### src/rtl/isc_pkg.sv
// shared types and constants of the instruction serialization control
// assumes one core clock; all neighbours are synchronous logic on that clock
package isc_pkg;

	localparam int TAG_W     = 4;
	localparam int CNT_W     = 6;
	localparam int WORD_W    = 5;
	localparam int UNIT_W    = 2;
	localparam int NUM_UNITS = 4;

	// execution unit indices
	localparam logic [UNIT_W-1:0] UNIT_BRANCH    = 2'h0; // branch_processing_unit
	localparam logic [UNIT_W-1:0] UNIT_SYSREG    = 2'h1; // system_register_unit
	localparam logic [UNIT_W-1:0] UNIT_FIXED     = 2'h2; // fixed_point_unit
	localparam logic [UNIT_W-1:0] UNIT_LOADSTORE = 2'h3;

	// fixed timing of branches and condition-register logicals, then counter and word constants
	localparam logic [CNT_W-1:0]  BRANCH_EXEC_TIME  = 6'h01;
	localparam logic [CNT_W-1:0]  CRLOGIC_EXEC_TIME = 6'h01;
	localparam logic [CNT_W-1:0]  CRLOGIC_LATENCY   = 6'h01;
	localparam logic [CNT_W-1:0]  CNT_ZERO          = 6'h00;
	localparam logic [CNT_W-1:0]  CNT_ONE           = 6'h01;
	localparam logic [WORD_W-1:0] WORD_ZERO         = 5'h00;
	localparam logic [WORD_W-1:0] WORD_ONE          = 5'h01;

	typedef enum logic [1:0] {MODE_TAGFLOW, MODE_INORDER, MODE_OOO} isc_mode_e;

	typedef enum logic [2:0] {
		SER_NONE, SER_SYNC, SER_COMPLETION, SER_DISPATCH,
		SER_REFETCH, SER_EXECUTION, SER_POSTDISPATCH, SER_STRMULT
	} isc_ser_e;

	typedef enum logic [1:0] {ST_RUN, ST_SPLIT, ST_BLOCK} isc_state_e;

	typedef struct packed {
		logic [TAG_W-1:0]  tag;
		isc_ser_e          serClass;
		logic [UNIT_W-1:0] unit;
		logic              isMove;
		logic              isBranch;
		logic              isCrLogic;
		logic              recording;
		logic [CNT_W-1:0]  execTime;
		logic [CNT_W-1:0]  latGpr;
		logic [CNT_W-1:0]  latCr;
		logic [WORD_W-1:0] wordCount;
	} isc_req_s;

	typedef struct packed {
		logic              valid;
		logic [TAG_W-1:0]  tag;
		logic [UNIT_W-1:0] unit;
		logic [WORD_W-1:0] word;
		logic              last;
		logic              held;
	} isc_disp_s;

	typedef struct packed {
		logic             valid;
		logic [TAG_W-1:0] tag;
	} isc_tagev_s;

	typedef struct packed {
		logic             valid;
		logic [TAG_W-1:0] tag;
		logic [CNT_W-1:0] execTime;
		logic [CNT_W-1:0] latGpr;
		logic [CNT_W-1:0] latCr;
		logic             recording;
	} isc_start_s;

	typedef struct packed {
		logic             gprValid;
		logic             crValid;
		logic [TAG_W-1:0] tag;
	} isc_result_s;

	// serialization that an instruction really gets in the current mode
	function automatic isc_ser_e isc_eff_class(input isc_mode_e mode, input isc_req_s r);
		isc_ser_e c;
		c = SER_NONE;
		if (r.isBranch) begin
			c = SER_NONE;
		end else if (mode == MODE_TAGFLOW) begin
			c = (r.serClass == SER_SYNC) ? SER_SYNC : SER_NONE;
		end else if (mode == MODE_INORDER) begin
			if (r.isCrLogic)
				c = SER_COMPLETION;
			else if (r.serClass == SER_COMPLETION || r.serClass == SER_DISPATCH || r.serClass == SER_REFETCH)
				c = r.serClass;
		end else if (mode == MODE_OOO) begin
			if (r.isCrLogic)
				c = SER_EXECUTION;
			else if (r.serClass == SER_EXECUTION || r.serClass == SER_POSTDISPATCH || r.serClass == SER_STRMULT)
				c = r.serClass;
		end
		return c;
	endfunction

	function automatic logic [CNT_W-1:0] isc_at_least_one(input logic [CNT_W-1:0] v);
		return (v == CNT_ZERO) ? CNT_ONE : v;
	endfunction

endpackage

### src/rtl/isc_serial_ctrl.sv
// dispatch serialization control: holds, blocks, flushes and splits instructions
// assumes dispatch, completion and execution neighbours on the same clock
module isc_serial_ctrl
	import isc_pkg::*;
#(
	parameter int UNITS = NUM_UNITS
)(
	// clock and reset
	input  wire logic                    clock,
	input  wire logic                    rstn,
	// configuration
	input  wire isc_mode_e               mode,
	// dispatch request
	input  wire logic                    reqValid,
	input  wire isc_req_s                req,
	output      logic                    reqReady,
	// completion side
	input  wire logic                    retireValid,
	input  wire logic [TAG_W-1:0]        retireTag,
	input  wire logic                    oldestValid,
	input  wire logic [TAG_W-1:0]        oldestTag,
	// execution side
	input  wire logic                    moveDoneValid,
	input  wire logic [TAG_W-1:0]        moveDoneTag,
	// dispatch and control outputs
	output      isc_disp_s               disp,
	output      isc_tagev_s              execGo,
	output      isc_tagev_s              flush,
	output      logic                    moveBlock,
	output      logic                    serialBlock,
	// unit status and results
	output      logic [UNITS-1:0]        unitFree,
	output      isc_result_s [UNITS-1:0] result
);

	isc_state_e        state, next_state;
	logic [WORD_W-1:0] wordsLeft, next_wordsLeft;
	logic [WORD_W-1:0] wordIdx, next_wordIdx;
	logic [UNIT_W-1:0] splitUnit, next_splitUnit;
	logic [TAG_W-1:0]  curTag, next_curTag;
	logic              refetch, next_refetch;
	isc_start_s        hold, next_hold;
	logic [UNIT_W-1:0] holdUnit, next_holdUnit;
	logic              next_moveBlock;
	logic [TAG_W-1:0]  moveTag, next_moveTag;
	isc_disp_s         next_disp;
	isc_tagev_s        next_execGo, next_flush;
	logic              next_reqReady;
	logic              next_serialBlock;

	isc_ser_e          eff;
	logic [UNIT_W-1:0] unitSel;
	isc_start_s        timing;
	logic              blocked, take;
	isc_start_s [UNITS-1:0] start;

	//////////////////////////////////////////////////////////////////////
	// request decode
	always_comb begin
		eff     = isc_eff_class(mode, req);
		unitSel = req.isBranch ? UNIT_BRANCH : req.unit;
		timing.valid     = 1'b1;
		timing.tag       = req.tag;
		timing.execTime  = req.execTime;
		timing.latGpr    = req.latGpr;
		timing.latCr     = req.latCr;
		timing.recording = req.recording;
		if (req.isBranch) begin
			timing.execTime  = BRANCH_EXEC_TIME;
			timing.recording = 1'b0;
		end else if (req.isCrLogic) begin
			timing.execTime = CRLOGIC_EXEC_TIME;
			timing.latGpr   = CRLOGIC_LATENCY;
			timing.latCr    = CRLOGIC_LATENCY;
		end
		blocked = (moveBlock && mode == MODE_OOO && (req.isMove || req.isBranch || req.isCrLogic))
			|| (hold.valid && (eff == SER_COMPLETION || eff == SER_EXECUTION))
			|| (hold.valid && holdUnit == unitSel)
			|| !unitFree[unitSel];
		take = reqValid && reqReady && (state == ST_RUN) && !blocked;
	end

	//////////////////////////////////////////////////////////////////////
	// next state
	always_comb begin
		next_state     = state;
		next_wordsLeft = wordsLeft;
		next_wordIdx   = wordIdx;
		next_splitUnit = splitUnit;
		next_curTag    = curTag;
		next_refetch   = refetch;
		next_hold      = hold;
		next_holdUnit  = holdUnit;
		next_moveBlock = moveBlock;
		next_moveTag   = moveTag;
		next_disp      = '0;
		next_execGo    = '0;
		next_flush     = '0;
		start          = '0;
		for (int u = 0; u < UNITS; u++) begin
			start[u] = '0;
		end
		unique case (state)
			ST_RUN: begin
				if (take) begin
					next_disp.valid = 1'b1;
					next_disp.tag   = req.tag;
					next_disp.unit  = unitSel;
					next_disp.word  = WORD_ZERO;
					next_disp.last  = 1'b1;
					next_curTag     = req.tag;
					start[unitSel]  = timing;
					unique case (eff)
						SER_SYNC, SER_DISPATCH, SER_REFETCH: begin
							next_state   = ST_BLOCK;
							next_refetch = (eff == SER_REFETCH);
						end
						SER_COMPLETION, SER_EXECUTION: begin
							next_disp.held = 1'b1;
							next_hold      = timing;
							next_holdUnit  = unitSel;
							start[unitSel] = '0;
						end
						SER_POSTDISPATCH: begin
							next_flush.valid = 1'b1;
							next_flush.tag   = req.tag;
						end
						SER_STRMULT: begin
							if (req.wordCount > WORD_ONE) begin
								next_state     = ST_SPLIT;
								next_disp.last = 1'b0;
								next_wordsLeft = req.wordCount - WORD_ONE;
								next_wordIdx   = WORD_ZERO;
								next_splitUnit = unitSel;
							end
						end
						SER_NONE: begin
						end
					endcase
					if (mode == MODE_OOO && req.isMove) begin
						next_moveBlock = 1'b1;
						next_moveTag   = req.tag;
					end
				end
			end
			ST_SPLIT: begin
				next_disp.valid = 1'b1;
				next_disp.tag   = curTag;
				next_disp.unit  = splitUnit;
				next_disp.word  = wordIdx + WORD_ONE;
				next_disp.last  = (wordsLeft == WORD_ONE);
				next_wordIdx    = wordIdx + WORD_ONE;
				next_wordsLeft  = wordsLeft - WORD_ONE;
				if (wordsLeft == WORD_ONE)
					next_state = ST_RUN;
			end
			ST_BLOCK: begin
				if (retireValid && retireTag == curTag) begin
					next_state = ST_RUN;
					if (refetch) begin
						next_flush.valid = 1'b1;
						next_flush.tag   = curTag;
					end
				end
			end
			default: next_state = ST_RUN;
		endcase
		// a held instruction starts once it is the oldest uncompleted one
		if (hold.valid && oldestValid && oldestTag == hold.tag) begin
			next_hold.valid   = 1'b0;
			next_execGo.valid = 1'b1;
			next_execGo.tag   = hold.tag;
			start[holdUnit]   = hold;
		end
		// a new move cannot be taken while one is pending, so clear never meets set
		if (moveBlock && moveDoneValid && moveDoneTag == moveTag)
			next_moveBlock = 1'b0;
		next_reqReady    = (next_state == ST_RUN) && !take;
		next_serialBlock = (next_state == ST_BLOCK);
	end

	//////////////////////////////////////////////////////////////////////
	always_ff @(posedge clock) begin
		if (!rstn) begin
			state       <= ST_RUN;
			wordsLeft   <= WORD_ZERO;
			wordIdx     <= WORD_ZERO;
			splitUnit   <= UNIT_BRANCH;
			curTag      <= '0;
			refetch     <= 1'b0;
			hold        <= '0;
			holdUnit    <= UNIT_BRANCH;
			moveBlock   <= 1'b0;
			moveTag     <= '0;
			disp        <= '0;
			execGo      <= '0;
			flush       <= '0;
			reqReady    <= 1'b0;
			serialBlock <= 1'b0;
		end else begin
			state       <= next_state;
			wordsLeft   <= next_wordsLeft;
			wordIdx     <= next_wordIdx;
			splitUnit   <= next_splitUnit;
			curTag      <= next_curTag;
			refetch     <= next_refetch;
			hold        <= next_hold;
			holdUnit    <= next_holdUnit;
			moveBlock   <= next_moveBlock;
			moveTag     <= next_moveTag;
			disp        <= next_disp;
			execGo      <= next_execGo;
			flush       <= next_flush;
			reqReady    <= next_reqReady;
			serialBlock <= next_serialBlock;
		end
	end

	//////////////////////////////////////////////////////////////////////
	// per-unit execution timers
	for (genvar g = 0; g < UNITS; g++) begin : gUnit
		isc_unit_timer uTimer (
			.clock  (clock),
			.rstn   (rstn),
			.start  (start[g]),
			.free   (unitFree[g]),
			.result (result[g])
		);
	end

endmodule // isc_serial_ctrl

### src/rtl/isc_unit_timer.sv
// occupancy and result-latency timer of one execution unit
// assumes at most one start per cycle and one result outstanding per unit
module isc_unit_timer
	import isc_pkg::*;
(
	// clock and reset
	input  wire logic        clock,
	input  wire logic        rstn,
	// start of execution
	input  wire isc_start_s  start,
	// status and results
	output      logic        free,
	output      isc_result_s result
);

	logic [CNT_W-1:0] execLeft, gprLeft, crLeft;
	logic [CNT_W-1:0] next_execLeft, next_gprLeft, next_crLeft;
	logic [TAG_W-1:0] tag, next_tag;
	logic             recording, next_recording;
	logic             next_free;
	isc_result_s      next_result;

	//////////////////////////////////////////////////////////////////////
	always_comb begin
		next_execLeft  = (execLeft == CNT_ZERO) ? CNT_ZERO : execLeft - CNT_ONE;
		next_gprLeft   = (gprLeft == CNT_ZERO) ? CNT_ZERO : gprLeft - CNT_ONE;
		next_crLeft    = (crLeft == CNT_ZERO) ? CNT_ZERO : crLeft - CNT_ONE;
		next_tag       = tag;
		next_recording = recording;
		next_result.gprValid = (gprLeft == CNT_ONE);
		next_result.crValid  = (crLeft == CNT_ONE) && recording;
		next_result.tag      = tag;
		if (start.valid) begin
			next_execLeft  = isc_at_least_one(start.execTime);
			next_gprLeft   = isc_at_least_one(start.latGpr);
			next_crLeft    = isc_at_least_one(start.latCr);
			next_tag       = start.tag;
			next_recording = start.recording;
		end
		// unit takes the next independent instruction as the execution time elapses
		next_free = (next_execLeft <= CNT_ONE);
	end

	//////////////////////////////////////////////////////////////////////
	always_ff @(posedge clock) begin
		if (!rstn) begin
			execLeft  <= CNT_ZERO;
			gprLeft   <= CNT_ZERO;
			crLeft    <= CNT_ZERO;
			tag       <= '0;
			recording <= 1'b0;
			free      <= 1'b1;
			result    <= '0;
		end else begin
			execLeft  <= next_execLeft;
			gprLeft   <= next_gprLeft;
			crLeft    <= next_crLeft;
			tag       <= next_tag;
			recording <= next_recording;
			free      <= next_free;
			result    <= next_result;
		end
	end

endmodule // isc_unit_timer

### config.mk
export PLATFORM = sky130hd
export DESIGN_NAME = isc_serial_ctrl
export DESIGN_NICKNAME = d
export VERILOG_FILES = /design/src/rtl/isc_pkg.sv /design/src/rtl/isc_serial_ctrl.sv /design/src/rtl/isc_unit_timer.sv
export SDC_FILE = /design/constraint.sdc
export NUM_CORES = 1
export LEC_CHECK = 0
export ABC_AREA = 1
export BUFFER_PORTS_ARGS = -buffer_cell sky130_fd_sc_hd__buf_2
export CELL_PAD_IN_SITES_DETAIL_PLACEMENT = 1
export CELL_PAD_IN_SITES_GLOBAL_PLACEMENT = 1
export CORE_ASPECT_RATIO = 0.8
export CORE_MARGIN = 2
export CORE_UTILIZATION = 45
export DETAILED_ROUTE_END_ITERATION = 10
export HOLD_SLACK_MARGIN = 0.15
export MAX_ROUTING_LAYER = met4
export PLACE_DENSITY_LB_ADDON = 0.25
export SYNTH_ARGS = -nofsm -noshare
export SYNTH_HDL_FRONTEND = slang
export SYNTH_SLANG_ARGS = --single-unit
### constraint.sdc
create_clock -name clock -period 3.52 [get_ports clock]
set_input_delay 0.352 -clock clock [delete_from_list [all_inputs] [get_ports clock]]
set_output_delay 0.352 -clock clock [all_outputs]
set_load 0.01 [all_outputs]
**After elaboration in Yosys (flattened, before gate mapping)**

Cells that the tools add are included.

- Output and inout port bits: 55
- Input port bits: 56
- Bits in registers: 196
- Word-level logic and storage cells: 285

- Multiplexer cells: 86
- Magnitude comparators: 9
- $add $sub $neg: 15
- Reduce and logical (&&, ||, !) cells: 73
- Eq/ne operators: 35
- Bitwise gates (word level): 4

Operators with widths:

| operator | number |
|---|---|
| $mux W96 | 4 |
| $mux W6 | 37 |
| $and A96 B96 Y96 | 2 |
| $logic_not A6 Y1 | 24 |
| $bwmux W96 | 1 |
| $demux W24 S2 | 2 |
| $not A96 Y96 | 1 |
| $sub A6 B1 Y6 const B | 12 |
| $mux W5 | 11 |
| $eq A6 B1 Y1 const B | 8 |
| $mux W24 | 2 |
| $pmux W5 S2 | 3 |
| $pmux W13 S2 | 1 |
| $eq A3 B3 Y1 const B | 8 |
| $le A6 B1 Y1 const B | 4 |
| $mux W3 | 8 |
| $logic_and A1 B1 Y1 | 20 |
| $mux W18 | 1 |
| $mux W14 | 1 |
| $eq A3 B2 Y1 const B | 4 |
| $eq A4 B4 Y1 | 3 |
| $mux W12 | 1 |
| $reduce_and A3 Y1 | 4 |
| $logic_or A1 B1 Y1 | 10 |
| other kinds (25) | 50 |

**Depth between registers and ports, before layout**

Gate-level depths: netlist of run 1.

- Depth after elaboration: 25
- Gate-level depth with buffers: 21
- Depth with buffers taken out: 21

**Modules after synthesis**

From an unflattened synthesis of run 1, not the netlist that was laid out.

- Cells, all modules: 1,561
- Area, all modules: 10,582.6 um^2

Modules (own cells, without submodules):

| module | times used | seq. area each (um^2) | cells each | area an instance (um^2) |
|---|---|---|---|---|
| isc_serial_ctrl | 1 | 1,521.5 | 746 | 4,639.4 |
| isc_unit_timer (gUnit[0].uTimer ...) | 3 | 600.6 | 204 | 1,480.2 |
| isc_unit_timer (gUnit[3].uTimer) | 1 | 600.6 | 203 | 1,502.7 |

**Least setup slack after synthesis of run 1**

Ideal clock, no wire load.

- Kind: in2reg
- Start: in mode[1]
- End: reg gUnit[3].uTimer.crLeft[3]
- Stages on the path: 14
- Buffers on the path: 1
- Data required time: 3,392 ps
- Path slack: 1,128 ps
- Data arrival time: 2,264 ps
- Cell sequence: inv_1 -> nor2_1 -> nand3_1 -> a21oi_1 -> nand3_1 -> nand2_1 -> nor2_1 -> nor2_1 -> nand2_1 -> nand2_1 -> inv_1 -> buf_2 -> a41oi_1 -> nor2_1

- Word-level cells in the longest chain between the ends: 20
- Elaborated cells on any way between the ends: 27
- Those cells by class: eq/ne: 4; mux: 11; reduce/logical: 12

RTL lines:

| what | RTL line | text |
|---|---|---|
| start, declared | isc_serial_ctrl.sv:12 | `input wire isc_mode_e mode,` |
| $eq A2 B2 Y1 | isc_pkg.sv:91, isc_serial_ctrl.sv:76 |  |
| $mux W3 | isc_pkg.sv:91 | `end else if (mode == MODE_OOO) begin` |
| $mux W3 | isc_pkg.sv:86 | `end else if (mode == MODE_INORDER) begin` |
| $mux W3 | isc_pkg.sv:84 | `end else if (mode == MODE_TAGFLOW) begin` |
| $mux W3 | isc_pkg.sv:82 | `if (r.isBranch) begin` |
| $eq A3 B2 Y1 / $eq A3 B3 Y1 (equally long branches) | isc_serial_ctrl.sv:77, isc_serial_ctrl.sv:113 |  |
| $logic_or A1 B1 Y1 | isc_serial_ctrl.sv:77 | `\|\| (hold.valid && (eff == SER_COMPLETION \|\| eff == SER_EXECUTION))` |
| $logic_and A1 B1 Y1 | isc_serial_ctrl.sv:77 |  |
| (+4 left out) | n/a |  |
| $logic_and A1 B1 Y1 | isc_serial_ctrl.sv:80 | `take = reqValid && reqReady && (state == ST_RUN) && !blocked;` |
| $mux W96 * | isc_serial_ctrl.sv:105 | `if (take) begin` |
| $mux W96 * | isc_serial_ctrl.sv:103 | `unique case (state)` |
| $bwmux W96 | isc_serial_ctrl.sv:173 | `start[holdUnit] = hold;` |
| $mux W96 * | isc_serial_ctrl.sv:169 | `if (hold.valid && oldestValid && oldestTag == hold.tag) begin` |
| $logic_not A6 Y1 | isc_pkg.sv:101 | `return (v == CNT_ZERO) ? CNT_ONE : v;` |
| $mux W6 | isc_pkg.sv:101 |  |
| $mux W6 * | isc_unit_timer.sv:33 | `if (start.valid) begin` |
| end signal, assigned | isc_unit_timer.sv:57 | `crLeft <= next_crLeft;` |
| end, declared | isc_unit_timer.sv:16 | `logic [CNT_W-1:0] execLeft, gprLeft, crLeft;` |

Mark *: on every way between the ends. The rest lies on a longest branch, timed or not.
A chain may end at the register's enable or synchronous reset.

**Worst setup path after layout of run 1**

- Start: in mode[1]
- End: reg hold[0] (netlist name)

- Word-level cells in the longest chain between the ends: 14
- Elaborated cells on any way between the ends: 20
- Those cells by class: eq/ne: 4; mux: 4; reduce/logical: 12

RTL lines:

| what | RTL line | text |
|---|---|---|
| $eq A2 B2 Y1 | isc_pkg.sv:91, isc_serial_ctrl.sv:76 |  |
| $mux W3 | isc_pkg.sv:91 |  |
| $mux W3 | isc_pkg.sv:86 |  |
| $mux W3 | isc_pkg.sv:84 |  |
| $mux W3 | isc_pkg.sv:82 |  |
| $eq A3 B2 Y1 / $eq A3 B3 Y1 (equally long branches) | isc_serial_ctrl.sv:77, isc_serial_ctrl.sv:113 |  |
| $logic_or A1 B1 Y1 | isc_serial_ctrl.sv:77 |  |
| $logic_and A1 B1 Y1 | isc_serial_ctrl.sv:77 |  |
| $logic_or A1 B1 Y1 | isc_serial_ctrl.sv:77 |  |
| $logic_or A1 B1 Y1 | isc_serial_ctrl.sv:78 | `\|\| (hold.valid && holdUnit == unitSel)` |
| $logic_or A1 B1 Y1 | isc_serial_ctrl.sv:79 | `\|\| !unitFree[unitSel];` |
| $logic_not A1 Y1 | isc_serial_ctrl.sv:80 |  |
| $logic_and A1 B1 Y1 | isc_serial_ctrl.sv:80 |  |
| $reduce_and A3 Y1 (no source line) * | n/a |  |
| end signal, assigned | isc_serial_ctrl.sv:207 | `hold <= next_hold;` |
| end, declared | isc_serial_ctrl.sv:42 | `isc_start_s hold, next_hold;` |

Marked as above.

==> results of run 1 <==
-- cell families (layout without fill, tap and decap cells) --
kind of cell | count (synthesis) | in the layout | synth area share [%]
xor gates and xnor gates | 30 | 30 | 2.54
adders and majority gates | 37 | 37 | 4.47
DFF | 196 | 196 | 37.9
and+or+nand+nor | 715 | 715 | 29.2
muxes | 1 | 1 | 0.0967
buffers and inverters | 258 | 387 | 9.65
AOI/OAI and AO/OA | 290 | 290 | 16.2
-- worst min-delay path by stage --
stage                                        start                              endpoint  slack [ns]  cells after the start
6_report                                   req[16]                 hold[12]$_SDFFE_PN0P_        0.21                      3
5_1_grt                                     req[9]                  hold[5]$_SDFFE_PN0P_        0.23                      3
4_1_cts                                    req[16]                 hold[12]$_SDFFE_PN0P_        0.20                      3
3_5_place_dp   gUnit[0].uTimer.tag[1]$_SDFFE_PN0N_  gUnit[0].uTimer.result[1]$_SDFF_PN0_        0.43                      2
3_3_place_gp   gUnit[1].uTimer.tag[0]$_SDFFE_PN0N_  gUnit[1].uTimer.result[0]$_SDFF_PN0_        0.42                      2
2_1_floorplan  gUnit[2].uTimer.tag[0]$_SDFFE_PN0N_  gUnit[2].uTimer.result[0]$_SDFF_PN0_        0.40                      2
-- registers in the layout, summed over array words and instances (netlist names), 5 cells and up --
signal                 count
execGo                     5
hold                      24
wordsLeft                  5
gUnit.uTimer.result       24
gUnit.uTimer.execLeft     24
gUnit.uTimer.gprLeft      24
wordIdx                    5
flush                      5
disp                      14
gUnit.uTimer.tag          16
gUnit.uTimer.crLeft       24
-- critical path, cell delays in order --
cell and delay (ns):
buf_2 0.10, inv_1 0.05, nor2_1 0.31, nand3_1 0.16
a21oi_1 0.34, nand3_1 0.20, nand3_1 0.23, nand2_1 0.15
a21boi_4 0.27, buf_4 0.28, inv_2 0.15, nor2_2 0.15
buf_4 0.39, o21ai_0 0.17, a21oi_1 0.21
-- power groups by stage --
stage	Sequential [mW]	Clock [mW]	Combinational, mW
after detailed placement	2.93	0	3.03
after CTS	2.89	2.20	3.07
after floorplan	2.85	0	2.33
after global routing	2.94	2.28	3.53
final	2.89	2.18	3.08
after global placement	2.92	0	2.90
-- per-layer routing --
layer,share of wire [%],up-vias
met3,7.5,87
met1,45,5266
met5,0,-
li1,-,5218
met4,2.8,0
met2,44,424
-- area by class of cell --
| type | instances | area, µm² |
|---|---|---|
| sequential | 196 | 3920 |
| timing repair buffer | 147 | 831 |
| clock inverter | 15 | 235 |
| clock buffer | 17 | 425 |
| multi-input combinational | 1073 | 5430 |
| tap | 306 | 383 |
| inverter | 208 | 782 |
| fill | 3057 | 10500 |
-- stage by stage --
| step | worst slack, ns | total power [mW] |
|---|---|---|
| after floorplan | 1.13 | 5.18 |
| after global placement | 0.185 | 5.82 |
| after detailed placement | 0.0817 | 5.96 |
| after CTS | 0.448 | 8.16 |
| after global routing | 0.125 | 8.75 |
| final | 0.349 | 8.16 |
-- what timing repair did --
| item | CTS | global route |
|---|---|---|
| setup endpoints to repair | 0 | 0 |
| hold endpoints to repair | 1 | 0 |
| hold buffers | 1 | 0 |
-- layout by cell type, fill, tap and decap left out, types with 29 or more instances in the layout --
cell	synthesis	layout
dfxtp_1	196	196
buf_4	5	36
a21oi_1	110	110
inv_1	197	196
o21ai_0	87	87
nand4_1	29	29
buf_2	9	110
nor2_1	210	210
nand3_1	107	107
ha_1	37	37
nand2_1	319	319
==> summary.md, run 1 <==
| Metric | Value |
|---|---|
| Largest net degree at the start of global routing | 81 |
| Critical Path Source Type | input pin |
| R2R Path Start | hold[19]$_SDFFE_PN0P_ |
| CTS Root Buffer Type | clkbuf_16 |
| Port bufs | 110 |
| Final instance area | 12000 µm² |
| Clk buf depth | 2 |
| Final worst-path cycle share | 90.1% |
| WL final | 37.4 mm |
| Placement Cell Area | 11300 µm² |
| Die span in x | 174 µm |
| CTS H-tree lvls | 4 |
| GR Layer Usage met3 | 5.14% |
| Synth cell types | 48 |
| GRT Residual Overflow | 0 |
| Drt initial violations | 777 |
| Slew margin rel. | 36.1% |
| RSZ-0062 raised after global routing | no |
| Met2 Resource Use GR | 49.8% |
| All-Layer GR Usage | 32.1% |
| Net Switching | 3.34 mW |
| Register bit total from synthesis | 196 |
| Final Hold Viols | 0 |
| Chip height | 140 µm |
| P_int | 4.82 mW |
| Largest area contributor in the netlist | dfxtp_1 |
| First-pass GRT wire length | 60.0 mm |
| Clock latency on the worst-skew pair | 0.46 ns |
| Ports | 111 |
| Final RePlAce weighted congestion | 0.922 |
| Ranking of synthesized cells by area | dfxtp_1 38%, nand2_1 12%, nor2_1 7.6%, inv_1 7.1%, a21oi_1 5.3% |
| Mean Syn Cell Area | 6.78 µm² |
| Most numerous cell in the Yosys netlist | nand2_1 |
| # DRC | 0 |
| Via-per-instance ratio | 5.60 |
| Kind of end point of the critical path | flop |
| Layout Utilization | 53.4% |
| GR Layer Usage met1 | 42.6% |
| Die area | 24200 µm² |
| Max-slew violations | 0 |
| Combinational fraction of design power | 37.8% |
| Vias in the first global route | 11323 |
| Antenna diodes | 0 |
| Leakage | 5.64 nW |
| Vias | 10995 |
| Hpwl dp | 28.0 mm |
| Sequential fraction of the synthesis area | 37.9% |
| Setup violation total in the final timing report | 0 |
| Layout Skew | 0.0185 ns |
| Initial core utilization | 46.0% |
| Crit path time final | 3.17 ns |
| CP max FO | 40 |
| Area growth from synthesis to layout | 16.0% |
| Pre-antenna DRT Iters | 5 |
| Share of cells above drive strength 1 | 12.5% |
| Mapped Cells | 1527 |
| TritonCTS buffer count | 17 |
| Final Net Count | 1736 |
| Hold slack | 0.207 ns |
| Pwr dens | 679 nW/µm² |
| Post-CTS setup repair buffer count | 0 |
| CTS tree | done |
| Critical path class | in -> reg |
| Reg-to-Reg End | gUnit[1].uTimer.free$_SDFF_PN1_ |
| Remaining antenna violation count | 0 |
| Initial antenna violation count | 0 |
| Dpl cells | 1929 |
| CTS clock-pin slew for the worst setup and hold paths | 0.09 ns |
| R2r setup slk | 0.39 ns |
| CP Launch Point | mode[1] |
| Clock power share | 26.7% |
| Ys flop type | dfxtp_1 |
| Switch share | 40.9% |
| Hold Crit Class | in -> reg |
| Clk sinks | 196 |
| Maximum clock rate | 315 MHz |
| Fin Setup TNS | 0 ns |
| Post-synth design cell area | 10300 µm² |
| Status | completed |
| Peak supply drop | 0.335 mV |
| CP Data Required Time | 3.89 ns |
| Net count after synthesis | 1620 |
| Cell Rows | 49 |
| Post-route insts no fill | 1962 |
| Synth top area share | 37.9% |
| Share of flip-flops with an asynchronous set or reset | 0% |
| Arrival time at the worst endpoint | 3.55 ns |
| R2r worst-path depth | 17 |
| Ys Warns | 0 |
| GR peak layer | met2 |
| Critical Path Sink | hold[0]$_SDFFE_PN0P_ |
| EDFF count, synth | 0 |
| Total core area | 22500 µm² |
| Worst-Margin Slew | 0.958 ns |
| CTS resizes | 0 |
| Max_cap viols | 0 |
| WL/cell | 19.1 µm |
| Synth top cells by count | 319 x nand2_1, 210 x nor2_1, 197 x inv_1 |
| Reg power frac | 35.5% |
(Power assumes the default switching activity.)
==> run 2: changes to the inputs <==
Settings changed: CORE_UTILIZATION 45 to 38.
Clock period 3.52 ns to 2.8 ns, I/O delays scaled along.
==> summary.md, run 2 (same netlist as run 1, synthesis figures left out) <==
| Metric | Value |
|---|---|
| Status | completed (unchanged) |
| CTS clock-pin slew for the worst setup and hold paths | 0.08 ns (was 0.09 ns) |
| # DRC | 0 (unchanged) |
| Clock latency on the worst-skew pair | 0.46 ns (about the same) |
| Pre-antenna DRT Iters | 5 (unchanged) |
| Port bufs | 110 (unchanged) |
| CP Data Required Time | 3.15 ns (was 3.89 ns) |
| Share of cells above drive strength 1 | 15.0% (was 12.5%) |
| Maximum clock rate | 378 MHz |
| Hold depth | 3 (unchanged) |
| Chip height | 152 µm (was 140 µm) |
| Die span in x | 189 µm (was 174 µm) |
| All-Layer GR Usage | 27.7% (was 32.1%) |
| Max_cap viols | 0 (unchanged) |
| Ports | 111 (unchanged) |
| CTS Root Buffer Type | clkbuf_16 (unchanged) |
| CP max FO | 10 (was 40) |
| Initial core utilization | 38.3% (was 46.0%) |
| Area growth from synthesis to layout | 20.6% (was 16.0%) |
| Final RePlAce weighted congestion | 0.916 (was 0.922) |
| Die area | 28600 µm² (was 24200 µm²) |
| Most common cell after layout, fill and taps aside | nand2_1 (unchanged) |
| Critical Path Max Stage Delay | 0.51 ns (was 0.39 ns) |
| Largest net degree at the start of global routing | 81 (unchanged) |
| Via-per-instance ratio | 5.26 (was 5.60) |
| Hpwl dp | 29.0 mm (was 28.0 mm) |
| Kind of end point of the critical path | flop (unchanged) |
| Max-slew violations | 0 (unchanged) |
| Final Hold Viols | 0 (unchanged) |
| R2r worst-path depth | 14 (was 17) |
| Arrival time at the worst endpoint | 2.99 ns (was 3.55 ns) |
| Post-CTS setup repair buffer count | 0 (unchanged) |
| TritonCTS buffer count | 17 (unchanged) |
| Final worst-path cycle share | 94.4% |
| Hold Crit Class | in -> reg (unchanged) |
| WL final | 37.8 mm (was 37.4 mm) |
| CTS tree | done (unchanged) |
| Slew margin rel. | 33.7% (was 36.1%) |
| GRT Residual Overflow | 0 (unchanged) |
| Setup violation total in the final timing report | 0 (unchanged) |
| Critical Path Source Type | flop (was input pin) |
| RSZ-0062 raised after global routing | yes (was no) |
| Critical path class | reg -> reg (was in -> reg) |
| Leakage | 5.87 nW (was 5.64 nW) |
| Crit path time final | 2.64 ns |
| Fin Setup TNS | 0 ns (unchanged) |
| Vias | 10854 (was 10995) |
| First-pass GRT wire length | 60.2 mm (was 60.0 mm) |
| CP max stage cell | o21ai_0 (was buf_4) |
| Clk buf depth | 2 (unchanged) |
| Dpl ws | -0.158 ns (was 0.0817 ns) |
| WL/cell | 18.3 µm (was 19.1 µm) |
| Clk sinks | 196 (unchanged) |
| CTS H-tree lvls | 4 (unchanged) |
| CP cell instances | inv_1, nand2_1, o21ai_0, a211oi_1, nand2_2, inv_1, nand2_1, buf_4, o21ai_0, nor2_1, nand3_1, nand2_1, nand2_1, a21oi_1 (was buf_2, inv_1, nor2_1, nand3_1, a21oi_1, nand3_1, nand3_1, nand2_1, a21boi_4, buf_4, inv_2, nor2_2, buf_4, o21ai_0, a21oi_1) |
| Drt initial violations | 720 (was 777) |
| Pwr dens | 815 nW/µm² (was 679 nW/µm²) |
| Most frequent cells in the layout | 317 x nand2_1, 209 x nor2_1, 196 x dfxtp_1, 195 x inv_1, 110 x buf_2 (was 319 x nand2_1, 210 x nor2_1, 196 x inv_1, 196 x dfxtp_1) |
| Remaining antenna violation count | 0 (unchanged) |
| Layout Skew | 0.0189 ns (was 0.0185 ns) |
| Vias in the first global route | 10945 (was 11323) |
| Antenna diodes | 0 (unchanged) |
| Peak supply drop | 0.547 mV (was 0.335 mV) |
| CP dominant cell by count | nand2_1 (was nand3_1) |
| Hold slack | 0.166 ns (was 0.207 ns) |
| Fin worst setup slack | 0.157 ns (was 0.349 ns) |
| Worst-Margin Slew | 0.994 ns (was 0.958 ns) |
| Final Net Count | 1781 (was 1736) |
| Cell Rows | 54 (was 49) |
| Total core area | 27000 µm² (was 22500 µm²) |
| Initial antenna violation count | 0 (unchanged) |
[run 2: changes by cell type in the layout (fill, tap and decap cells not counted), moves of 3 or more]
cell and delta:
buf_12 +4, inv_8 +4, inv_12 -6, dlygate4sd3_1 +6, buf_4 +33, inv_16 -3
[run 2: stage by stage]
stage / util [%] / instances / cell area, µm² / power, mW
after global routing: 46.2 / 2065 / 12500 / 11.0
after floorplan: - / 1527 / 10300 / 6.51
after detailed placement: 43.5 / 2026 / 11800 / 7.53
final: 46.2 / 2065 / 12500 / 10.2
after global placement: 43.5 / 2026 / 11800 / 7.37
after CTS: 46.0 / 2065 / 12400 / 10.2
[run 2: final cells by class]
cell class	count	area, µm²
flip-flops and latches	196	3920
inverters	208	790
clock inverters	14	179
well taps	364	455
clock buffers	18	439
multi-input cells	1073	5450
fillers	3558	14500
repair buffers	192	1240
[run 2: where the power goes]
group / switching, mW / total (mW) / internal [mW]
clock: 1.31 / 2.63 / 1.32
combinational: 2.35 / 3.89 / 1.54
sequential: 0.371 / 3.65 / 3.28
[run 2: worst paths after layout]
kind | startpoint | slack [ns] | end
max | hold[20]$_SDFFE_PN0P_ | 0.16 | gUnit[0].uTimer.gprLeft[0]$_SDFF_PN0_
min reg2reg | gUnit[2].uTimer.tag[1]$_SDFFE_PN0N_ | 0.44 | gUnit[2].uTimer.result[1]$_SDFF_PN0_
max reg2reg | hold[20]$_SDFFE_PN0P_ | 0.16 | gUnit[0].uTimer.gprLeft[0]$_SDFF_PN0_
min | req[8] | 0.17 | hold[4]$_SDFFE_PN0P_
[run 2: timing repair]
item	in CTS	in global routing
hold buffers	7	0
setup endpoints to repair	0	24
endpoints found under the hold margin	7	0
resized for setup	0	12
[run 2: routing by layer]
| layer | vias to the layer above | share of wire (%) | GRT usage [%] | wire, µm |
|---|---|---|---|---|
| met3 | 27 | 5.7 | 3.50 | 2140 |
| met4 | 0 | 1.0 | 5.51 | 391 |
| met5 | - | 0 | - | 0 |
| met1 | 5221 | 49 | 38.6 | 18500 |
| li1 | 5322 | - | - | - |
| met2 | 284 | 44 | 43.3 | 16700 |
[run 2: worst max-delay path: cells and delay by family (launching register included)]
| kind | cells | cell delay, ns |
|---|---|---|
| AO/OA/AOI/OAI | 4 | 0.90 |
| AND/OR/NAND/NOR | 7 | 0.70 |
| buffers and inverters | 3 | 0.48 |
| flip-flops | 1 | 0.44 |
